File: src/verilog/mbp_pkg.sv
// Package with shared constants for the host bus port and power control block
package mbp_pkg;
  localparam int PIN_COUNT = 52;
  localparam int PORT_A_LO = 0;
  localparam int PORT_B_LO = 8;
  localparam int PORT_C_LO = 16;
  localparam int PORT_D_LO = 24;
  localparam int PORT_E_LO = 28;
  localparam int PORT_F_LO = 36;
  localparam int PORT_G_LO = 44;
  localparam int BYTE_W = 8;
  localparam int SYNC_DEPTH = 2;
  localparam int PDN_LIMIT_DEFAULT = 16;
  localparam logic [7:0] PAGE_RESET = 8'h00;
  localparam logic [15:0] ADDR_RESET = 16'h0000;
  localparam logic [2:0] CTRL_RESET = 3'h7;
  typedef enum logic [1:0] {
    FN_MCU_IO = 2'b00,
    FN_PLD_IO = 2'b01,
    FN_ADDR_OUT = 2'b10,
    FN_SPECIAL = 2'b11
  } mbp_pin_fn_type;
  typedef enum logic [1:0] {
    IN_LATCHED = 2'b00,
    IN_TRANSPARENT = 2'b01,
    IN_REGISTERED = 2'b10
  } mbp_in_mode_type;
  typedef enum logic [0:0] {
    PDN_RUN = 1'b0,
    PDN_DOWN = 1'b1
  } mbp_pdn_state_type;
endpackage

File: src/verilog/mbp_apd_if.sv
// Interface between the port front end and the power-down unit
`timescale 1ns/1ps
interface mbp_pdn_if;
  logic enable;
  logic activity;
  logic wake;
  logic tick;
  logic power_down;
  modport front (output enable, output activity, output wake, output tick, input power_down);
  modport unit (input enable, input activity, input wake, input tick, output power_down);
endinterface

File: src/verilog/mbp_apd.sv
// Automatic power-down unit with host inactivity counter
`timescale 1ns/1ps
module mbp_pdn #(
  parameter int LIMIT = mbp_pkg::PDN_LIMIT_DEFAULT
) (
  input wire logic i_clk,  // Core clock
  input wire logic i_reset,  // Sync reset, active high
  input wire logic i_ce,  // Clock enable
  mbp_pdn_if.unit pdu  // Link to front end
);
  localparam int CW = $clog2(LIMIT + 1);
  localparam logic [CW-1:0] LIMIT_C = CW'(LIMIT);

  mbp_pkg::mbp_pdn_state_type state_q, state_d;
  logic [CW-1:0] count_q, count_d;

  always_comb begin
    state_d = state_q;
    count_d = count_q;
    case (state_q)
      mbp_pkg::PDN_RUN: begin
        if (pdu.activity || !pdu.enable) begin
          count_d = '0;
        end else if (pdu.tick) begin
          // Counts only cycles with the logic clock tick high, so a clock halted low never powers down
          if (count_q == LIMIT_C - 1'b1) begin
            state_d = mbp_pkg::PDN_DOWN;
            count_d = '0;
          end else begin
            count_d = CW'(count_q + 1'b1);
          end
        end
      end
      mbp_pkg::PDN_DOWN: begin
        if (pdu.wake || pdu.activity || !pdu.enable) begin
          state_d = mbp_pkg::PDN_RUN;
        end
      end
      default: state_d = mbp_pkg::PDN_RUN;
    endcase
  end

  always_ff @(posedge i_clk) begin
    if (i_reset) begin
      state_q <= mbp_pkg::PDN_RUN;
      count_q <= '0;
    end else if (i_ce) begin
      state_q <= state_d;
      count_q <= count_d;
    end
  end

  assign pdu.power_down = (state_q == mbp_pkg::PDN_DOWN);
endmodule  // mbp_pdn

File: src/verilog/mbp_port_top.sv
// Host bus front end: address latch, read drive, paging, pin functions, power control
`timescale 1ns/1ps
// Functional notes
// - Eight-bit page register extends host address, feeds decode logic.
// - Page value reaches flash mapping so software can remap flash blocks.
// - Fast mode cleared: standby flagged while logic array inputs stay unchanged.
// - Blocking bits keep selected signals out of the logic array while set.
// - Power-down unit enters power-down after host inactivity.
// - Active-low reset pin resets ports, macrocells and configuration state.
// - Reset pin aborts a flash program or erase in progress; core reset clears the abort.
// - Address captured on latch enable or strobe, as configured.
// - Port driven only during read with internal block selected.
// - Lower port addresses forwarded to the logic arrays.
// - Strobe mode latches address on strobe rising edge.
// - Chip select low permits access; high disables memories.
// - Chip select falling edge wakes from power-down.
// - Logic clock drives macrocells and the power-down counter.
// - Upper byte written only when its active-low strobe asserts.
// - Non-multiplexed mode: one port carries D0-D7, another D8-D15.
// - Each of 52 pins: host I/O, logic I/O or latched address out.
// - Test port signals share one designated port under configuration.
// - Two ports show macrocell outputs, two show external selects.
// - Logic inputs selectable latched, transparent or registered.
module mbp_port_top #(
  parameter int PINS = mbp_pkg::PIN_COUNT,
  parameter int PD_LIMIT = mbp_pkg::PDN_LIMIT_DEFAULT
) (
  input wire logic i_clk,  // Core clock, 200 MHz
  input wire logic i_reset,  // Sync reset, active high
  input wire logic i_ce,  // Clock enable, freezes state when low
  input wire logic i_dev_reset_n,  // Device reset pin, active low
  input wire logic [15:0] i_ad_in,  // Shared address/data port, input side
  output logic [15:0] o_ad_out,  // Shared address/data port, output side
  output logic o_ad_oe_n,  // Port output enable, low drives
  input wire logic i_ale,  // Address latch enable
  input wire logic i_address_strobe_in,  // Address strobe
  input wire logic i_strobe_mode,  // 1: strobe host, 0: latch-enable host
  input wire logic i_muxed,  // 1: multiplexed address/data bus
  input wire logic i_bus16,  // 1: 16-bit data bus
  input wire logic [2:0] i_host_control_inputs,  // Read, write and spare, active low
  input wire logic i_cs_n,  // Chip select, active low
  input wire logic i_upper_byte_write_n,  // Upper byte write strobe
  input wire logic i_block_sel,  // Internal functional block selected
  input wire logic [15:0] i_rd_data,  // Read data from internal blocks
  output logic [15:0] o_wr_data,  // Captured write data
  output logic o_wr_lo,  // Lower byte write pulse
  output logic o_wr_hi,  // Upper byte write pulse
  input wire logic i_page_wr,  // Page register write
  input wire logic [7:0] i_page_wdata,  // Page register data
  output logic [7:0] o_page,  // Page register value
  output logic [7:0] o_flash_map_page,  // Page value for flash mapping
  input wire logic i_fast_mode,  // Fast mode bit of power_mode_reg_zero
  input wire logic i_block_addr,  // Blocks low address byte (power_mode_reg_two)
  input wire logic i_block_ctrl,  // Blocks control signals (power_mode_reg_two)
  input wire logic i_pdn_enable,  // Power-down unit enable
  input wire logic i_logic_clock_in,  // Logic clock tick, sampled
  output logic [15:0] o_pld_addr,  // Address to logic arrays
  output logic [2:0] o_pld_ctrl,  // Control signals to logic arrays
  output logic [7:0] o_pld_page,  // Page bits to logic arrays
  output logic o_pld_standby,  // Logic array in standby
  output logic o_macro_clk_en,  // Macrocell clock enable
  output logic o_macro_reset,  // Macrocell reset
  output logic o_power_down,  // Power-down mode
  output logic o_mem_enable,  // Memory blocks enabled
  input wire logic i_flash_busy,  // Flash program or erase running
  output logic o_flash_abort,  // Abort flash cycle
  input wire logic [2*PINS-1:0] i_pin_fn,  // Per-pin function code
  input wire logic [1:0] i_in_mode,  // Logic input mode
  input wire logic i_jtag_en,  // Test port enable on port E
  input wire logic [PINS-1:0] i_pin_in,  // Port pins, input side
  output logic [PINS-1:0] o_pin_out,  // Port pins, output side
  output logic [PINS-1:0] o_pin_oe_n,  // Port pin enable, low drives
  input wire logic [PINS-1:0] i_mcu_out,  // Host I/O output data
  input wire logic [PINS-1:0] i_mcu_dir,  // Host I/O direction, 1 output
  input wire logic [PINS-1:0] i_pld_out,  // Macrocell and select outputs
  input wire logic [PINS-1:0] i_pld_oe,  // Logic output enables
  input wire logic [7:0] i_jtag_out,  // Test port outputs
  input wire logic [7:0] i_jtag_oe,  // Test port output enables
  output logic [7:0] o_jtag_in,  // Test port inputs
  output logic [PINS-1:0] o_mcu_in,  // Pin values to host I/O
  output logic [PINS-1:0] o_pld_in  // Pin values to logic arrays
);
  localparam int BW = mbp_pkg::BYTE_W;
  localparam int SD = mbp_pkg::SYNC_DEPTH;

  mbp_pdn_if pdn_link ();

  // Device reset covers both core reset and the pin
  logic rst;
  assign rst = i_reset || !i_dev_reset_n;

  // Synchronisers; only the last stage feeds edge detection
  logic [SD-1:0] ale_s_q, as_s_q, cs_s_q;
  logic ale_d1_q, as_d1_q, cs_d1_q;
  logic [15:0] ad_p_q [0:SD];
  logic ale_fall, as_rise, cs_fall, addr_ev;
  always_ff @(posedge i_clk) begin
    if (rst) begin
      ale_s_q <= '0;
      as_s_q <= '0;
      cs_s_q <= '1;
      ale_d1_q <= 1'b0;
      as_d1_q <= 1'b0;
      cs_d1_q <= 1'b1;
    end else if (i_ce) begin
      ale_s_q <= {ale_s_q[SD-2:0], i_ale};
      as_s_q <= {as_s_q[SD-2:0], i_address_strobe_in};
      cs_s_q <= {cs_s_q[SD-2:0], i_cs_n};
      ale_d1_q <= ale_s_q[SD-1];
      as_d1_q <= as_s_q[SD-1];
      cs_d1_q <= cs_s_q[SD-1];
    end
  end
  // Address pipeline matches synchroniser delay so edges see the right word
  always_ff @(posedge i_clk) begin
    if (i_ce) begin
      ad_p_q[0] <= i_ad_in;
      for (int k = 1; k <= SD; k++) begin
        ad_p_q[k] <= ad_p_q[k-1];
      end
    end
  end
  assign ale_fall = !ale_s_q[SD-1] && ale_d1_q;
  assign as_rise = as_s_q[SD-1] && !as_d1_q;
  assign cs_fall = !cs_s_q[SD-1] && cs_d1_q;
  assign addr_ev = i_strobe_mode ? as_rise : ale_fall;

  // Address latch and page register
  logic [15:0] addr_q, addr_d;
  logic [7:0] page_q, page_d;
  always_comb begin
    addr_d = addr_q;
    page_d = page_q;
    if (i_strobe_mode && as_rise) begin
      addr_d = ad_p_q[SD-1];
    end else if (!i_strobe_mode && ale_fall) begin
      addr_d = ad_p_q[SD];
    end
    if (i_page_wr) begin
      page_d = i_page_wdata;
    end
  end
  always_ff @(posedge i_clk) begin
    if (rst) begin
      addr_q <= mbp_pkg::ADDR_RESET;
      page_q <= mbp_pkg::PAGE_RESET;
    end else if (i_ce) begin
      addr_q <= addr_d;
      page_q <= page_d;
    end
  end
  assign o_page = page_q;
  assign o_flash_map_page = page_q;

  // Power-down unit
  assign pdn_link.enable = i_pdn_enable;
  assign pdn_link.activity = addr_ev;
  assign pdn_link.wake = cs_fall;
  assign pdn_link.tick = i_logic_clock_in;
  mbp_pdn #(.LIMIT(PD_LIMIT)) u_pdn (
    .i_clk(i_clk),
    .i_reset(rst),
    .i_ce(i_ce),
    .pdu(pdn_link.unit)
  );
  logic pd;
  assign pd = pdn_link.power_down;
  assign o_power_down = pd;
  assign o_mem_enable = !i_cs_n && !pd;
  assign o_macro_clk_en = i_logic_clock_in;
  assign o_macro_reset = rst;

  // Logic array input bus with blocking and standby flag
  logic [15:0] pld_addr_q, pld_addr_d, addr_blk;
  logic [2:0] pld_ctrl_q, pld_ctrl_d, ctrl_blk;
  logic [7:0] pld_page_q, pld_page_d;
  logic standby_q, standby_d, in_change;
  always_comb begin
    addr_blk = addr_q;
    if (i_block_addr || pd) begin
      addr_blk[BW-1:0] = '0;
    end
    if (pd) begin
      addr_blk[15:BW] = '0;
    end
    ctrl_blk = (i_block_ctrl || pd) ? mbp_pkg::CTRL_RESET : i_host_control_inputs;
    in_change = (addr_blk != pld_addr_q) || (ctrl_blk != pld_ctrl_q)
      || (page_q != pld_page_q);
    pld_addr_d = addr_blk;
    pld_ctrl_d = ctrl_blk;
    pld_page_d = page_q;
    standby_d = !i_fast_mode && !in_change;
  end
  always_ff @(posedge i_clk) begin
    if (rst) begin
      pld_addr_q <= mbp_pkg::ADDR_RESET;
      pld_ctrl_q <= mbp_pkg::CTRL_RESET;
      pld_page_q <= mbp_pkg::PAGE_RESET;
      standby_q <= 1'b0;
    end else if (i_ce) begin
      pld_addr_q <= pld_addr_d;
      pld_ctrl_q <= pld_ctrl_d;
      pld_page_q <= pld_page_d;
      standby_q <= standby_d;
    end
  end
  assign o_pld_addr = pld_addr_q;
  assign o_pld_ctrl = pld_ctrl_q;
  assign o_pld_page = pld_page_q;
  assign o_pld_standby = standby_q;

  // Read drive and write capture
  logic rd_act, wr_act, wr_d1_q, wr_edge;
  logic [15:0] rd_q, wr_data_q, wr_data_d, bus_in;
  logic wr_lo_q, wr_hi_q, wr_lo_d, wr_hi_d, abort_q, abort_d;
  assign rd_act = !i_host_control_inputs[0] && !i_cs_n && i_block_sel && !pd;
  assign wr_act = !i_host_control_inputs[1] && !i_cs_n && i_block_sel && !pd;
  assign wr_edge = wr_act && !wr_d1_q;
  // Non-multiplexed data lands on ports F and G
  assign bus_in = i_muxed ? i_ad_in
    : {i_pin_in[mbp_pkg::PORT_G_LO +: BW], i_pin_in[mbp_pkg::PORT_F_LO +: BW]};
  always_comb begin
    wr_data_d = wr_edge ? bus_in : wr_data_q;
    wr_lo_d = wr_edge;
    wr_hi_d = wr_edge && i_bus16 && !i_upper_byte_write_n;
    abort_d = rst && i_flash_busy;
  end
  always_ff @(posedge i_clk) begin
    if (i_ce) begin
      rd_q <= i_rd_data;
    end
    if (rst) begin
      wr_d1_q <= 1'b0;
      wr_data_q <= '0;
      wr_lo_q <= 1'b0;
      wr_hi_q <= 1'b0;
    end else if (i_ce) begin
      wr_d1_q <= wr_act;
      wr_data_q <= wr_data_d;
      wr_lo_q <= wr_lo_d;
      wr_hi_q <= wr_hi_d;
    end
    // Abort must fire during a pin reset, so it bypasses the rst branch; core reset clears it, otherwise it tracks rst && i_flash_busy
    if (i_reset) begin
      abort_q <= 1'b0;
    end else if (i_ce) begin
      abort_q <= abort_d;
    end
  end
  assign o_ad_out = rd_q;
  assign o_ad_oe_n = !(rd_act && i_muxed);
  assign o_wr_data = wr_data_q;
  assign o_wr_lo = wr_lo_q;
  assign o_wr_hi = wr_hi_q;
  assign o_flash_abort = abort_q;

  // Logic input capture: latched holds while latch enable low
  logic [PINS-1:0] pin_reg_q, pin_lat_q, pin_lat_d;
  always_comb begin
    pin_lat_d = ale_s_q[SD-1] ? i_pin_in : pin_lat_q;
  end
  always_ff @(posedge i_clk) begin
    if (rst) begin
      pin_reg_q <= '0;
      pin_lat_q <= '0;
    end else if (i_ce) begin
      if (i_logic_clock_in) begin
        pin_reg_q <= i_pin_in;
      end
      pin_lat_q <= pin_lat_d;
    end
  end
  assign o_mcu_in = i_pin_in;

  // Per-pin function select
  genvar g;
  generate
    for (g = 0; g < PINS; g++) begin : g_pin
      logic [1:0] fn;
      logic is_e, is_data, out_b, en_b;
      assign fn = i_pin_fn[2*g +: 2];
      assign is_e = (g >= mbp_pkg::PORT_E_LO) && (g < mbp_pkg::PORT_F_LO);
      assign is_data = !i_muxed && (g >= mbp_pkg::PORT_F_LO);
      always_comb begin
        out_b = 1'b0;
        en_b = 1'b0;
        if (is_e && i_jtag_en) begin
          out_b = i_jtag_out[(g - mbp_pkg::PORT_E_LO) % BW];
          en_b = i_jtag_oe[(g - mbp_pkg::PORT_E_LO) % BW];
        end else if (is_data) begin
          out_b = rd_q[g - mbp_pkg::PORT_F_LO];
          en_b = rd_act;
        end else if (fn == mbp_pkg::FN_MCU_IO) begin
          out_b = i_mcu_out[g];
          en_b = i_mcu_dir[g];
        end else if (fn == mbp_pkg::FN_PLD_IO) begin
          out_b = i_pld_out[g];
          en_b = i_pld_oe[g];
        end else if (fn == mbp_pkg::FN_ADDR_OUT) begin
          out_b = addr_q[g % 16];
          en_b = 1'b1;
        end
      end
      assign o_pin_out[g] = out_b;
      assign o_pin_oe_n[g] = !en_b;
      assign o_pld_in[g] = (i_in_mode == mbp_pkg::IN_REGISTERED) ? pin_reg_q[g]
        : (i_in_mode == mbp_pkg::IN_LATCHED) ? pin_lat_q[g] : i_pin_in[g];
    end
  endgenerate
  assign o_jtag_in = i_pin_in[mbp_pkg::PORT_E_LO +: BW];
endmodule  // mbp_port_top

File: config.mk
export PLATFORM = sky130hd
export DESIGN_NAME = mbp_port_top
export DESIGN_NICKNAME = d
export VERILOG_FILES = /design/src/verilog/mbp_pkg.sv /design/src/verilog/mbp_apd_if.sv /design/src/verilog/mbp_apd.sv /design/src/verilog/mbp_port_top.sv
export SDC_FILE = /design/constraint.sdc
export NUM_CORES = 1
export LEC_CHECK = 0
export ABC_AREA = 0
export BUFFER_PORTS_ARGS = -buffer_cell sky130_fd_sc_hd__buf_2
export CORE_AREA = 5 5 284 286
export DETAILED_ROUTE_END_ITERATION = 6
export DIE_AREA = 0 0 289 291
export HOLD_SLACK_MARGIN = 0.12
export PLACE_DENSITY = 0.52
export RECOVER_POWER = 100
export SETUP_SLACK_MARGIN = 0.05
export SYNTH_ARGS = -nofsm -noshare
export SYNTH_HDL_FRONTEND = slang
export SYNTH_SLANG_ARGS = --single-unit
File: constraint.sdc
create_clock -name i_clk -period 1.5 [get_ports i_clk]
set_input_delay 0.075 -clock i_clk [delete_from_list [all_inputs] [get_ports i_clk]]
set_output_delay 0.075 -clock i_clk [all_outputs]
set_load 0.005 [all_outputs]
[Word-level counts from Yosys, hierarchy flattened]
Memories as Yosys holds them, arrays and structs flattened.
Cells that the tools add are included.
Operators by class
  add/sub/neg operators: 1
  equality and inequality tests: 109
  muxes and demuxes: 481
  bitwise logic cells: 1
  reduce and logical (&&, ||, !) cells: 154
Operators with widths (count)
  $mux W1: 471
  $eq A2 B2 Y1 const B: 53
  $logic_not A2 Y1: 53
  $eq A2 B1 Y1 const B: 52
  $logic_not A1 Y1: 67
  $mux W16: 3
  $logic_and A1 B1 Y1: 18
  $mux W8: 2
  $ne A16 B16 Y1: 1
  $mux W5: 3
  $reduce_and A2 Y1: 5
  $logic_or A1 B1 Y1: 8
  $ne A8 B8 Y1: 1
  $add A5 B1 Y5 const B: 1
  $eq A5 B4 Y1 const B: 1
  $reduce_bool A2 Y1: 2
  $mux W3: 1
  $ne A3 B3 Y1: 1
  $reduce_and A3 Y1: 1
  $pmux W1 S2: 1
  $not A1 Y1: 1
Word-level totals
  register bits: 207
  memory bits (writable): 48
  bits of input ports: 445
  output and inout bits: 300
  logic and storage cells: 769
  memories kept: 1
Memory list
  ad_p_q: words 3, width 16, rd ports 3, clocked after memory_dff 0, write ports 3, line mbp_port_top.sv:95  | logic [15:0] ad_p_q [0:SD];

[Longest topological paths before layout]
Gate-level depths: netlist of run 1.
  depth after elaboration: 7
  depth in mapped cells: 7

[Cells and area by module]
Synthesis of run 1 repeated with hierarchy kept, for this count alone.
Second synthesis, totals
  cell total of the unflattened synthesis: 1670
  area, all modules: 13815.8 sq um
Modules (own cells, without submodules)
  mbp_port_top: times used 1, cells each 1631, area an instance 13474.2 sq um, seq. area each 5625.4 sq um
  mbp_pdn: times used 1, cells each 39, area an instance 341.6 sq um, seq. area each 120.1 sq um

[Worst setup path after synthesis of run 1]
OpenSTA, ideal clock, no wires.
  path kind: register to register
  start: register u_pdn.state_q (netlist: u_pdn.pdu.power_down)
  end: register standby_q (netlist: o_pld_standby)
  arrival time: 1.462 ns
  path slack: -0.031 ns
  cell stages (with the launch flop): 7
  clock period less this slack: 1.531 ns
  cell sequence: dfxtp_1 buf_2 nor3b_1 or4_1 nor4_1 nand4_1 o21ai_1
Between the ends
  word-level cells in the longest chain between the ends: 7
Ends and longest elaborated chain
  from (decl): line mbp_apd.sv:14  | mbp_pkg::mbp_pdn_state_type state_q, state_d;
  from (signal assigned): line mbp_apd.sv:45  | state_q <= mbp_pkg::PDN_RUN;
  from (signal assigned): line mbp_apd.sv:48  | state_q <= state_d;
  $logic_or A1 B1 Y1, on equally long branches: line mbp_port_top.sv:180, mbp_port_top.sv:186
  $mux W8 or $mux W3 (tied branches): line mbp_port_top.sv:180, mbp_port_top.sv:186
  $ne A16 B16 Y1 or $ne A3 B3 Y1 (tied branches): line mbp_port_top.sv:187  | in_change = (addr_blk != pld_addr_q) || (ctrl_blk != pld_ctrl_q)
  $logic_or A1 B1 Y1 (*): line mbp_port_top.sv:187
  $logic_or A1 B1 Y1 (*): line mbp_port_top.sv:188  | || (page_q != pld_page_q);
  $logic_not A1 Y1 (*): line mbp_port_top.sv:192  | standby_d = !i_fast_mode && !in_change;
  $logic_and A1 B1 Y1 (*): line mbp_port_top.sv:192
  to (signal assigned): line mbp_port_top.sv:204  | standby_q <= standby_d;
  to (decl): line mbp_port_top.sv:177  | logic standby_q, standby_d, in_change;
Mark *: on every way between the ends. The rest lies on a longest branch, timed or not.
A chain may end at the register's enable or synchronous reset.

[Final worst setup path of run 1]
  start: register u_pdn.state_q (netlist: u_pdn.pdu.power_down)
  end: output port o_pin_oe_n[50]
Between the ends
  word-level cells in the longest chain between the ends: 4
Ends and longest elaborated chain
  $logic_not A1 Y1: line mbp_port_top.sv:216  | assign rd_act = !i_host_control_inputs[0] && !i_cs_n && i_block_sel && !pd;
  $logic_and A1 B1 Y1: line mbp_port_top.sv:216
  $mux W1: line mbp_port_top.sv:290  | end else if (is_data) begin
  $logic_not A1 Y1: line mbp_port_top.sv:305  | assign o_pin_oe_n[g] = !en_b;
  to (decl): line mbp_port_top.sv:72  | output logic [PINS-1:0] o_pin_oe_n,
No other way between the ends.

==> metrics.md, run 1 <==
| Metric | Value |
|---|---|
| Top cells by area, synth | `dfxtp_1 28%, edfxtp_1 14%, mux2i_1 11%, nand2_1 9.9%, buf_4 6.8%` |
| Final slew viol count | `0` |
| Total Routed Length | `83.8 mm` |
| Maxcap violations | `0` |
| CP required | `1.42 ns` |
| Worst Skew | `0.0223 ns` |
| Syn Nets | `2,105` |
| Dominant cell type by area after synthesis | `dfxtp_1` |
| ANT nets after route | `0` |
| Final count of negative-setup-slack endpoints | `118` |
| TritonCTS Buffers | `34` |
| CTS Buffer Depth | `3` |
| Core ar. | `0.0781 sq mm` |
| Routed len/inst | `23.2 microns` |
| Total global routing overflow | `0` |
| Peak VDD IR | `592 uV` |
| Post-synth EDFFs | `64` |
| Synth Register Bits | `255` |
| RSZ-0062 raised after global routing | `yes` |
| CP max stage cell | `dfxtp_4` |
| P per Cell Area | `834 mW/mm^2` |
| Clock sink count | `255` |
| Rows | `103` |
| CP max FO | `4` |
| Initial antenna violation count | `23` |
| CP Launch Type | `flop` |
| Clock Latency Late Sink | `0.53 ns` |
| Global-route wire length before repair | `113 mm` |
| Largest net degree at the start of global routing | `54` |
| TritonCTS clock tree | `done` |
| Final worst slack | `-0.309 ns` |
| YS warnings | `0` |
| Worst slew pin tran | `1.10 ns` |
| Total global-route track usage | `0.186` |
| Hpwl dp | `64.8 mm` |
| CTS root buf | `clkbuf_16` |
| Die Y | `291 microns` |
| Vias in the first global route | `15,200` |
| PortBufs | `744` |
| Relative slew slack | `0.265` |
| Proportion of layout cells with a drive suffix above 1 | `0.384` |
| I/O pins | `745` |
| Met2 WL | `43.2 mm` |
| Drt pass-1 iters | `5` |
| Finished Cell Area | `0.0232 sq mm` |
| Clock transition at path regs | `0.06 ns` |
| Hold Crit Class | `input port to flop` |
| Crit path time final | `1.81 ns` |
| Average cell area after synthesis | `8.31 sq um` |
| Top_reg_cell synth | `dfxtp_1` |
| Final Hold Fails | `0` |
| Htree depth | `2` |
| DR iter-0 viols | `590` |
| Fmax | `553 MHz` |
| Die area | `0.0841 sq mm` |
| Synth Instances | `1,659` |
| Netlist cell types | `52` |
| Hold_buf cts | `119` |
| Period utilisation layout | `1.21` |
| Hold path cells | `5` |
| Post-Syn Area | `0.0138 sq mm` |
| Nets | `2,985` |
| Status | `finished with violations` |
| Asr flop ratio synth | `0` |
| Endpoint class of the critical path | `output pin` |
| Critical path class | `flop to output pin` |
| Final Wtd Congestion | `0.918` |
| Highest routed layer | `met5` |
| Sequential-to-total area share from yosys stat | `0.417` |
| Failing checks | `setup timing` |
| Via count | `15,500` |
| CP cell instances | `nor2_4 -> nand2_2 -> nor2_4 -> or2_4 -> buf_12 -> nand2_4 -> buf_6` |
| Most frequent cell on the critical path | `nor2_4` |
| Leak Pwr | `0.00962 uW` |
| DR WL met3 | `4.61 mm` |
| Reg2Reg Depth | `7` |
| WL met1 | `31.7 mm` |
| Yosys top cell area share | `0.277` |
| Die width | `289 microns` |
| Area growth, synth to finish | `68.3%` |
| Setup_tns | `-16.50 ns` |
| Worst path max stage delay | `0.35 ns` |
| Starting Density | `0.177` |
| Residual DRC | `0` |
| DR vias/cell | `4.28` |
| Crit path DAT | `1.73 ns` |
| Placed cell area | `0.0188 sq mm` |
## path summary, 6_finish.rpt
check / slack (ns) / end / start
setup / recovery: -0.31 / o_pin_oe_n[50] / u_pdn.pdu.power_down$_SDFFE_PN0P_
hold / removal: 0.09 / wr_d1_q$_SDFFE_PN0P_ / i_block_sel
setup reg to reg: -0.27 / o_pld_standby$_SDFFE_PN0P_ / u_pdn.pdu.power_down$_SDFFE_PN0P_
hold reg to reg: 0.42 / ad_p_q[0][29]$_DFFE_PP_ / ad_p_q[0][13]$_DFFE_PP_
## cells in the mapped netlist (2+ instances only)
cell type,number
o221ai_1,12
edfxtp_1,64
o31ai_1,28
o211ai_1,17
inv_2,2
nor2b_1,7
a31oi_1,5
a32oi_1,3
or4_1,2
and2_1,2
mux2i_1,151
nor3b_1,2
nand3b_1,21
o21a_1,13
buf_1,2
a21oi_1,151
o32ai_1,4
o21ai_0,91
or2_2,3
nand2_1,365
xnor2_1,9
nor2_1,98
a211oi_1,40
mux2_2,8
xor2_1,6
buf_2,19
nand4_1,4
nor4bb_1,5
nor4_1,3
or3_1,2
nand2b_1,12
a22oi_1,4
clkbuf_1,76
inv_1,33
nand3_1,20
o22ai_1,37
buf_4,124
dfxtp_1,191
nor3_1,10
## what timing repair did
item	4_1_cts	5_1_grt
hold endpoints to repair	207	1
gates cloned	4	3
pin swaps	78	41
gates resized for setup	315	118
buffers inserted	45	28
endpoints found under the setup margin	99	131
## worst max-delay path: cells and delay by family, from the launching register on
family	cells	cell delay, ns
simple gates	5	0.55
flops	1	0.35
buf+inv	2	0.28
## kinds of logic (layout without fill, tap and decap cells)
family,after synthesis,count (layout),synth area share
and+or+nand+nor,561,561,0.172
AOI/OAI and AO/OA,411,411,0.178
buffers and inverters,257,1162,0.106
DFF,255,255,0.417
muxes,159,159,0.116
xor gates and xnor gates,15,15,0.00953
adders and majority gates,1,1,0.000907
other,0,7,0
## where the power goes
part	switching, uW	internal (uW)	total, uW
Combinational	2050	1660	3720
Sequential	80.2	7230	7310
Clock	3360	4960	8320
Total	5500	13900	19400
## layout make-up
cell class / count / area (sq um)
diodes: 7 / 17.5
clock buffers: 42 / 922
fillers: 8520 / 54900
flip-flops and latches: 255 / 5790
multi-input cells: 1147 / 7740
repair buffers: 1066 / 7050
inverters: 35 / 136
well taps: 1050 / 1310
clock inverters: 19 / 213
## through the flow
stage | std cells | utilization | total power, uW | hold slack, ns | setup WS [ns]
after global placement | 3362 | 0.241 | 10600 | 0.248 | -0.403
after global routing | 3621 | 0.297 | 20200 | 0.0861 | -0.400
after floorplan | 1659 | - | 8700 | 0.144 | 0.0321
after detailed placement | 3362 | 0.241 | 10600 | 0.247 | -0.407
final | 3621 | 0.297 | 19400 | 0.0897 | -0.309
after CTS | 3589 | 0.293 | 19700 | 0.0469 | -0.374
## registers in the layout, indices dropped and copies added, names as in the netlist, 2 cells and up
register,count
o_pld_addr,16
cs_s_q,2
o_wr_data,16
ale_s_q,2
o_pld_page,8
pin_reg_q,52
o_ad_out,16
u_pdn.count_q,5
ad_p_q,48
as_s_q,2
o_pld_ctrl,3
pin_lat_q,52
o_flash_map_page,8
addr_q,16
## layout by cell type (no fill, tap or decap), drive strengths merged, types with 4 or more instances in the layout
cell / n
mux2i: 151
a21oi: 151
edfxtp: 64
clkinv: 9
diode: 7
o21ai: 92
nand3b: 21
o21a: 13
nand2b: 12
a31oi: 5
buf: 704
nor2: 100
o22ai: 37
dlygate4sd3: 117
nor4bb: 5
nor3: 10
o211ai: 17
inv: 41
nand3: 20
a22oi: 4
o221ai: 12
xor2: 6
dfxtp: 191
mux2: 8
nand4: 4
clkbuf: 287
o32ai: 4
nor2b: 7
nand2: 366
xnor2: 9
a211oi: 40
o31ai: 28
## layer usage
| layer | track usage | vias up |
|---|---|---|
| met5 | 0 | - |
| met4 | 0.0857 | 2 |
| met3 | 0.0352 | 134 |
| met2 | 0.340 | 531 |
| met1 | 0.206 | 7343 |
| li1 | - | 7475 |
Note: power is estimated with default switching activity, not from simulation.
==> run 2, diff against run 1 <==
--- a/config.mk
+++ b/config.mk
@@ -11,7 +11,7 @@
 export DETAILED_ROUTE_END_ITERATION = 6
 export DIE_AREA = 0 0 289 291
 export HOLD_SLACK_MARGIN = 0.12
-export PLACE_DENSITY = 0.52
+export PLACE_DENSITY = 0.41
 export RECOVER_POWER = 100
 export SETUP_SLACK_MARGIN = 0.05
 export SYNTH_ARGS = -nofsm -noshare
==> metrics.md, run 2 (same netlist as run 1, synthesis figures left out) <==
| Metric | Value |
|---|---|
| Status | `finished with violations (unchanged)` |
| Failing checks | `setup timing (unchanged)` |
| Endpoint class of the critical path | `output pin (unchanged)` |
| Area of the multi-input gates | `0.00753 sq mm (was 0.00774 sq mm)` |
| Final slew viol count | `0 (unchanged)` |
| Final Wtd Congestion | `0.943 (was 0.918)` |
| Setup_tns | `-23.49 ns (was -16.50 ns)` |
| Leak Pwr | `0.00931 uW (was 0.00962 uW)` |
| ANT nets after route | `0 (unchanged)` |
| Nets | `2,957 (was 2,985)` |
| Residual DRC | `0 (unchanged)` |
| Fmax | `537 MHz (was 553 MHz)` |
| PortBufs | `744 (unchanged)` |
| Crit path DAT | `1.79 ns (was 1.73 ns)` |
| RSZ-0062 raised after global routing | `yes (unchanged)` |
| Via count | `15,700 (was 15,500)` |
| Area growth, synth to finish | `63.8% (was 68.3%)` |
| Die area | `0.0841 sq mm (unchanged)` |
| Drt pass-1 iters | `5 (unchanged)` |
| Die Y | `291 microns (unchanged)` |
| P_sw | `5410 uW (was 5500 uW)` |
| CTS Buffer Depth | `3 (unchanged)` |
| Initial antenna violation count | `42 (was 23)` |
| CP Launch Type | `flop (unchanged)` |
| Worst Skew | `0.0245 ns (was 0.0223 ns)` |
| Largest net degree at the start of global routing | `55 (was 54)` |
| Fillers | `8,545 (was 8,520)` |
| Most frequent cells in the layout | `503 x buf_2, 311 x nand2_1, 217 x clkbuf_1 (was 493 x buf_2, 301 x nand2_1, 232 x clkbuf_1)` |
| Final Hold Fails | `0 (unchanged)` |
| Final count of negative-setup-slack endpoints | `185 (was 118)` |
| P per Cell Area | `872 mW/mm^2 (was 834 mW/mm^2)` |
| Core ar. | `0.0781 sq mm (unchanged)` |
| Worst path bufs/invs | `3 (was 2)` |
| Crit path time final | `1.86 ns (was 1.81 ns)` |
| Clock sink count | `255 (unchanged)` |
| Final Util | `0.289 (was 0.297)` |
| Pre-CTS WS | `-0.351 ns (was -0.407 ns)` |
| CP top delay family | `simple AND/OR/NAND/NOR gates (unchanged)` |
| Maxcap violations | `0 (unchanged)` |
| Global-route wire length before repair | `118 mm (was 113 mm)` |
| Hold Crit Class | `input port to flop (unchanged)` |
| Commonest non-fill, non-tap cell in the layout | `buf_2 (unchanged)` |
| Relative slew slack | `0.374 (was 0.265)` |
| Critical path class | `flop to output pin (unchanged)` |
| Total global routing overflow | `0 (unchanged)` |
| Storage element area | `0.00579 sq mm (unchanged)` |
| Clock Latency Late Sink | `0.54 ns (was 0.53 ns)` |
| Clock transition at path regs | `0.05 ns (was 0.06 ns)` |
| Largest regs | `pin_lat_q (52), pin_reg_q (52), ad_p_q (48) (unchanged)` |
| Clock power frac | `0.445 (was 0.430)` |
| Peak VDD IR | `673 uV (was 592 uV)` |
| Routed len/inst | `23.9 microns (was 23.2 microns)` |
| Switching part of the total power | `0.275 (was 0.284)` |
| TritonCTS Buffers | `35 (was 34)` |
| CP max stage cell | `dfxtp_4 (unchanged)` |
| Starting Density | `0.177 (unchanged)` |
| CP max FO | `8 (was 4)` |
| TritonCTS clock tree | `done (unchanged)` |
| Die width | `289 microns (unchanged)` |
| DR iter-0 viols | `745 (was 590)` |
| CTS root buf | `clkbuf_16 (unchanged)` |
| Rows | `103 (unchanged)` |
| Period utilisation layout | `1.24 (was 1.21)` |
| Final worst slack | `-0.364 ns (was -0.309 ns)` |
| Vias in the first global route | `16,100 (was 15,200)` |
| I/O pins | `745 (unchanged)` |
| Hpwl dp | `68.5 mm (was 64.8 mm)` |
| Worst path max stage delay | `0.35 ns (about the same)` |
| Int Pwr | `14,300 uW (was 13,900 uW)` |
| Sequential power share | `0.372 (was 0.378)` |
| Proportion of layout cells with a drive suffix above 1 | `0.377 (was 0.384)` |
| CP cell instances | `nor2_4 -> nand2_2 -> buf_6 -> nor2_4 -> buf_6 -> or2_4 -> nand2_1 -> buf_2 (was nor2_4 -> nand2_2 -> nor2_4 -> or2_4 -> buf_12 -> nand2_4 -> buf_6)` |
| Worst slew pin tran | `0.939 ns (was 1.10 ns)` |
| CP required | `1.42 ns (about the same)` |
| Comb pwr share | `0.183 (was 0.192)` |
| Total global-route track usage | `0.193 (was 0.186)` |
| Htree depth | `2 (unchanged)` |
| DR vias/cell | `4.37 (was 4.28)` |
| Total Routed Length | `86.1 mm (was 83.8 mm)` |
run 2: what timing repair did:
action,4_1_cts,5_1_grt
buffers inserted,37,12
pin swaps,84,26
cloned,5,1
hold buffers,124,4
endpoints found under the hold margin,218,20
setup endpoints to repair,107,134
resized for setup,255,116
run 2: routing by layer:
metal  vias to the layer above  GRT usage  share of wire  wire length [microns]
met2                       618      0.354           0.52                  44600
met1                      7496      0.198           0.35                  30300
met5                         -          0        0.00089                     77
met3                       173     0.0481          0.065                   5550
li1                       7444          -              -                      -
met4                        12      0.108          0.065                   5600
run 2: per-stage QoR:
stage / power (uW) / std cells / cell area [sq um] / hold slack, ns
6_report: 19700 / 3605 / 22600 / 0.124
4_1_cts: 20100 / 3574 / 22500 / -0.0780
5_1_grt: 20600 / 3596 / 22600 / 0.148
3_5_place_dp: 10600 / 3349 / 18600 / 0.254
3_3_place_gp: 10600 / 3349 / 18600 / 0.254
2_1_floorplan: 8700 / 1659 / 13800 / 0.144
run 2: cell type report:
class / count / share of cell area
antenna: 20 / 0.00222
clock inverter: 10 / 0.00548
multi-input combinational: 1148 / 0.333
tap: 1050 / 0.0582
inverter: 35 / 0.00582
timing repair buffer: 1036 / 0.290
clock buffer: 51 / 0.0488
sequential: 255 / 0.256
run 2: final timing paths:
check	cells after the start	slack, ns	start	end
setup / recovery	8	-0.36	u_pdn.pdu.power_down$_SDFFE_PN0P_	o_pin_oe_n[36]
hold / removal	5	0.12	i_block_sel	wr_d1_q$_SDFFE_PN0P_
setup reg to reg	9	-0.26	u_pdn.pdu.power_down$_SDFFE_PN0P_	o_pld_standby$_SDFFE_PN0P_
hold reg to reg	0	0.41	ad_p_q[0][15]$_DFFE_PP_	ad_p_q[0][31]$_DFFE_PP_
run 2: tightest hold or removal path, stage by stage:
cell and delay, ns:
buf_2 0.11, nand2_2 0.07, buf_4 0.10, or3_1 0.17
a21oi_1 0.09
run 2: power by group through the flow:
| stage | logic [uW] | registers [uW] | clock network (uW) |
|---|---|---|---|
| 2_1_floorplan | 1240 | 7460 | 0 |
| 3_3_place_gp | 3110 | 7480 | 0 |
| 4_1_cts | 3660 | 7320 | 9080 |
| 3_5_place_dp | 3110 | 7480 | 0 |
| 6_report | 3600 | 7320 | 8760 |
| 5_1_grt | 3850 | 7340 | 9360 |
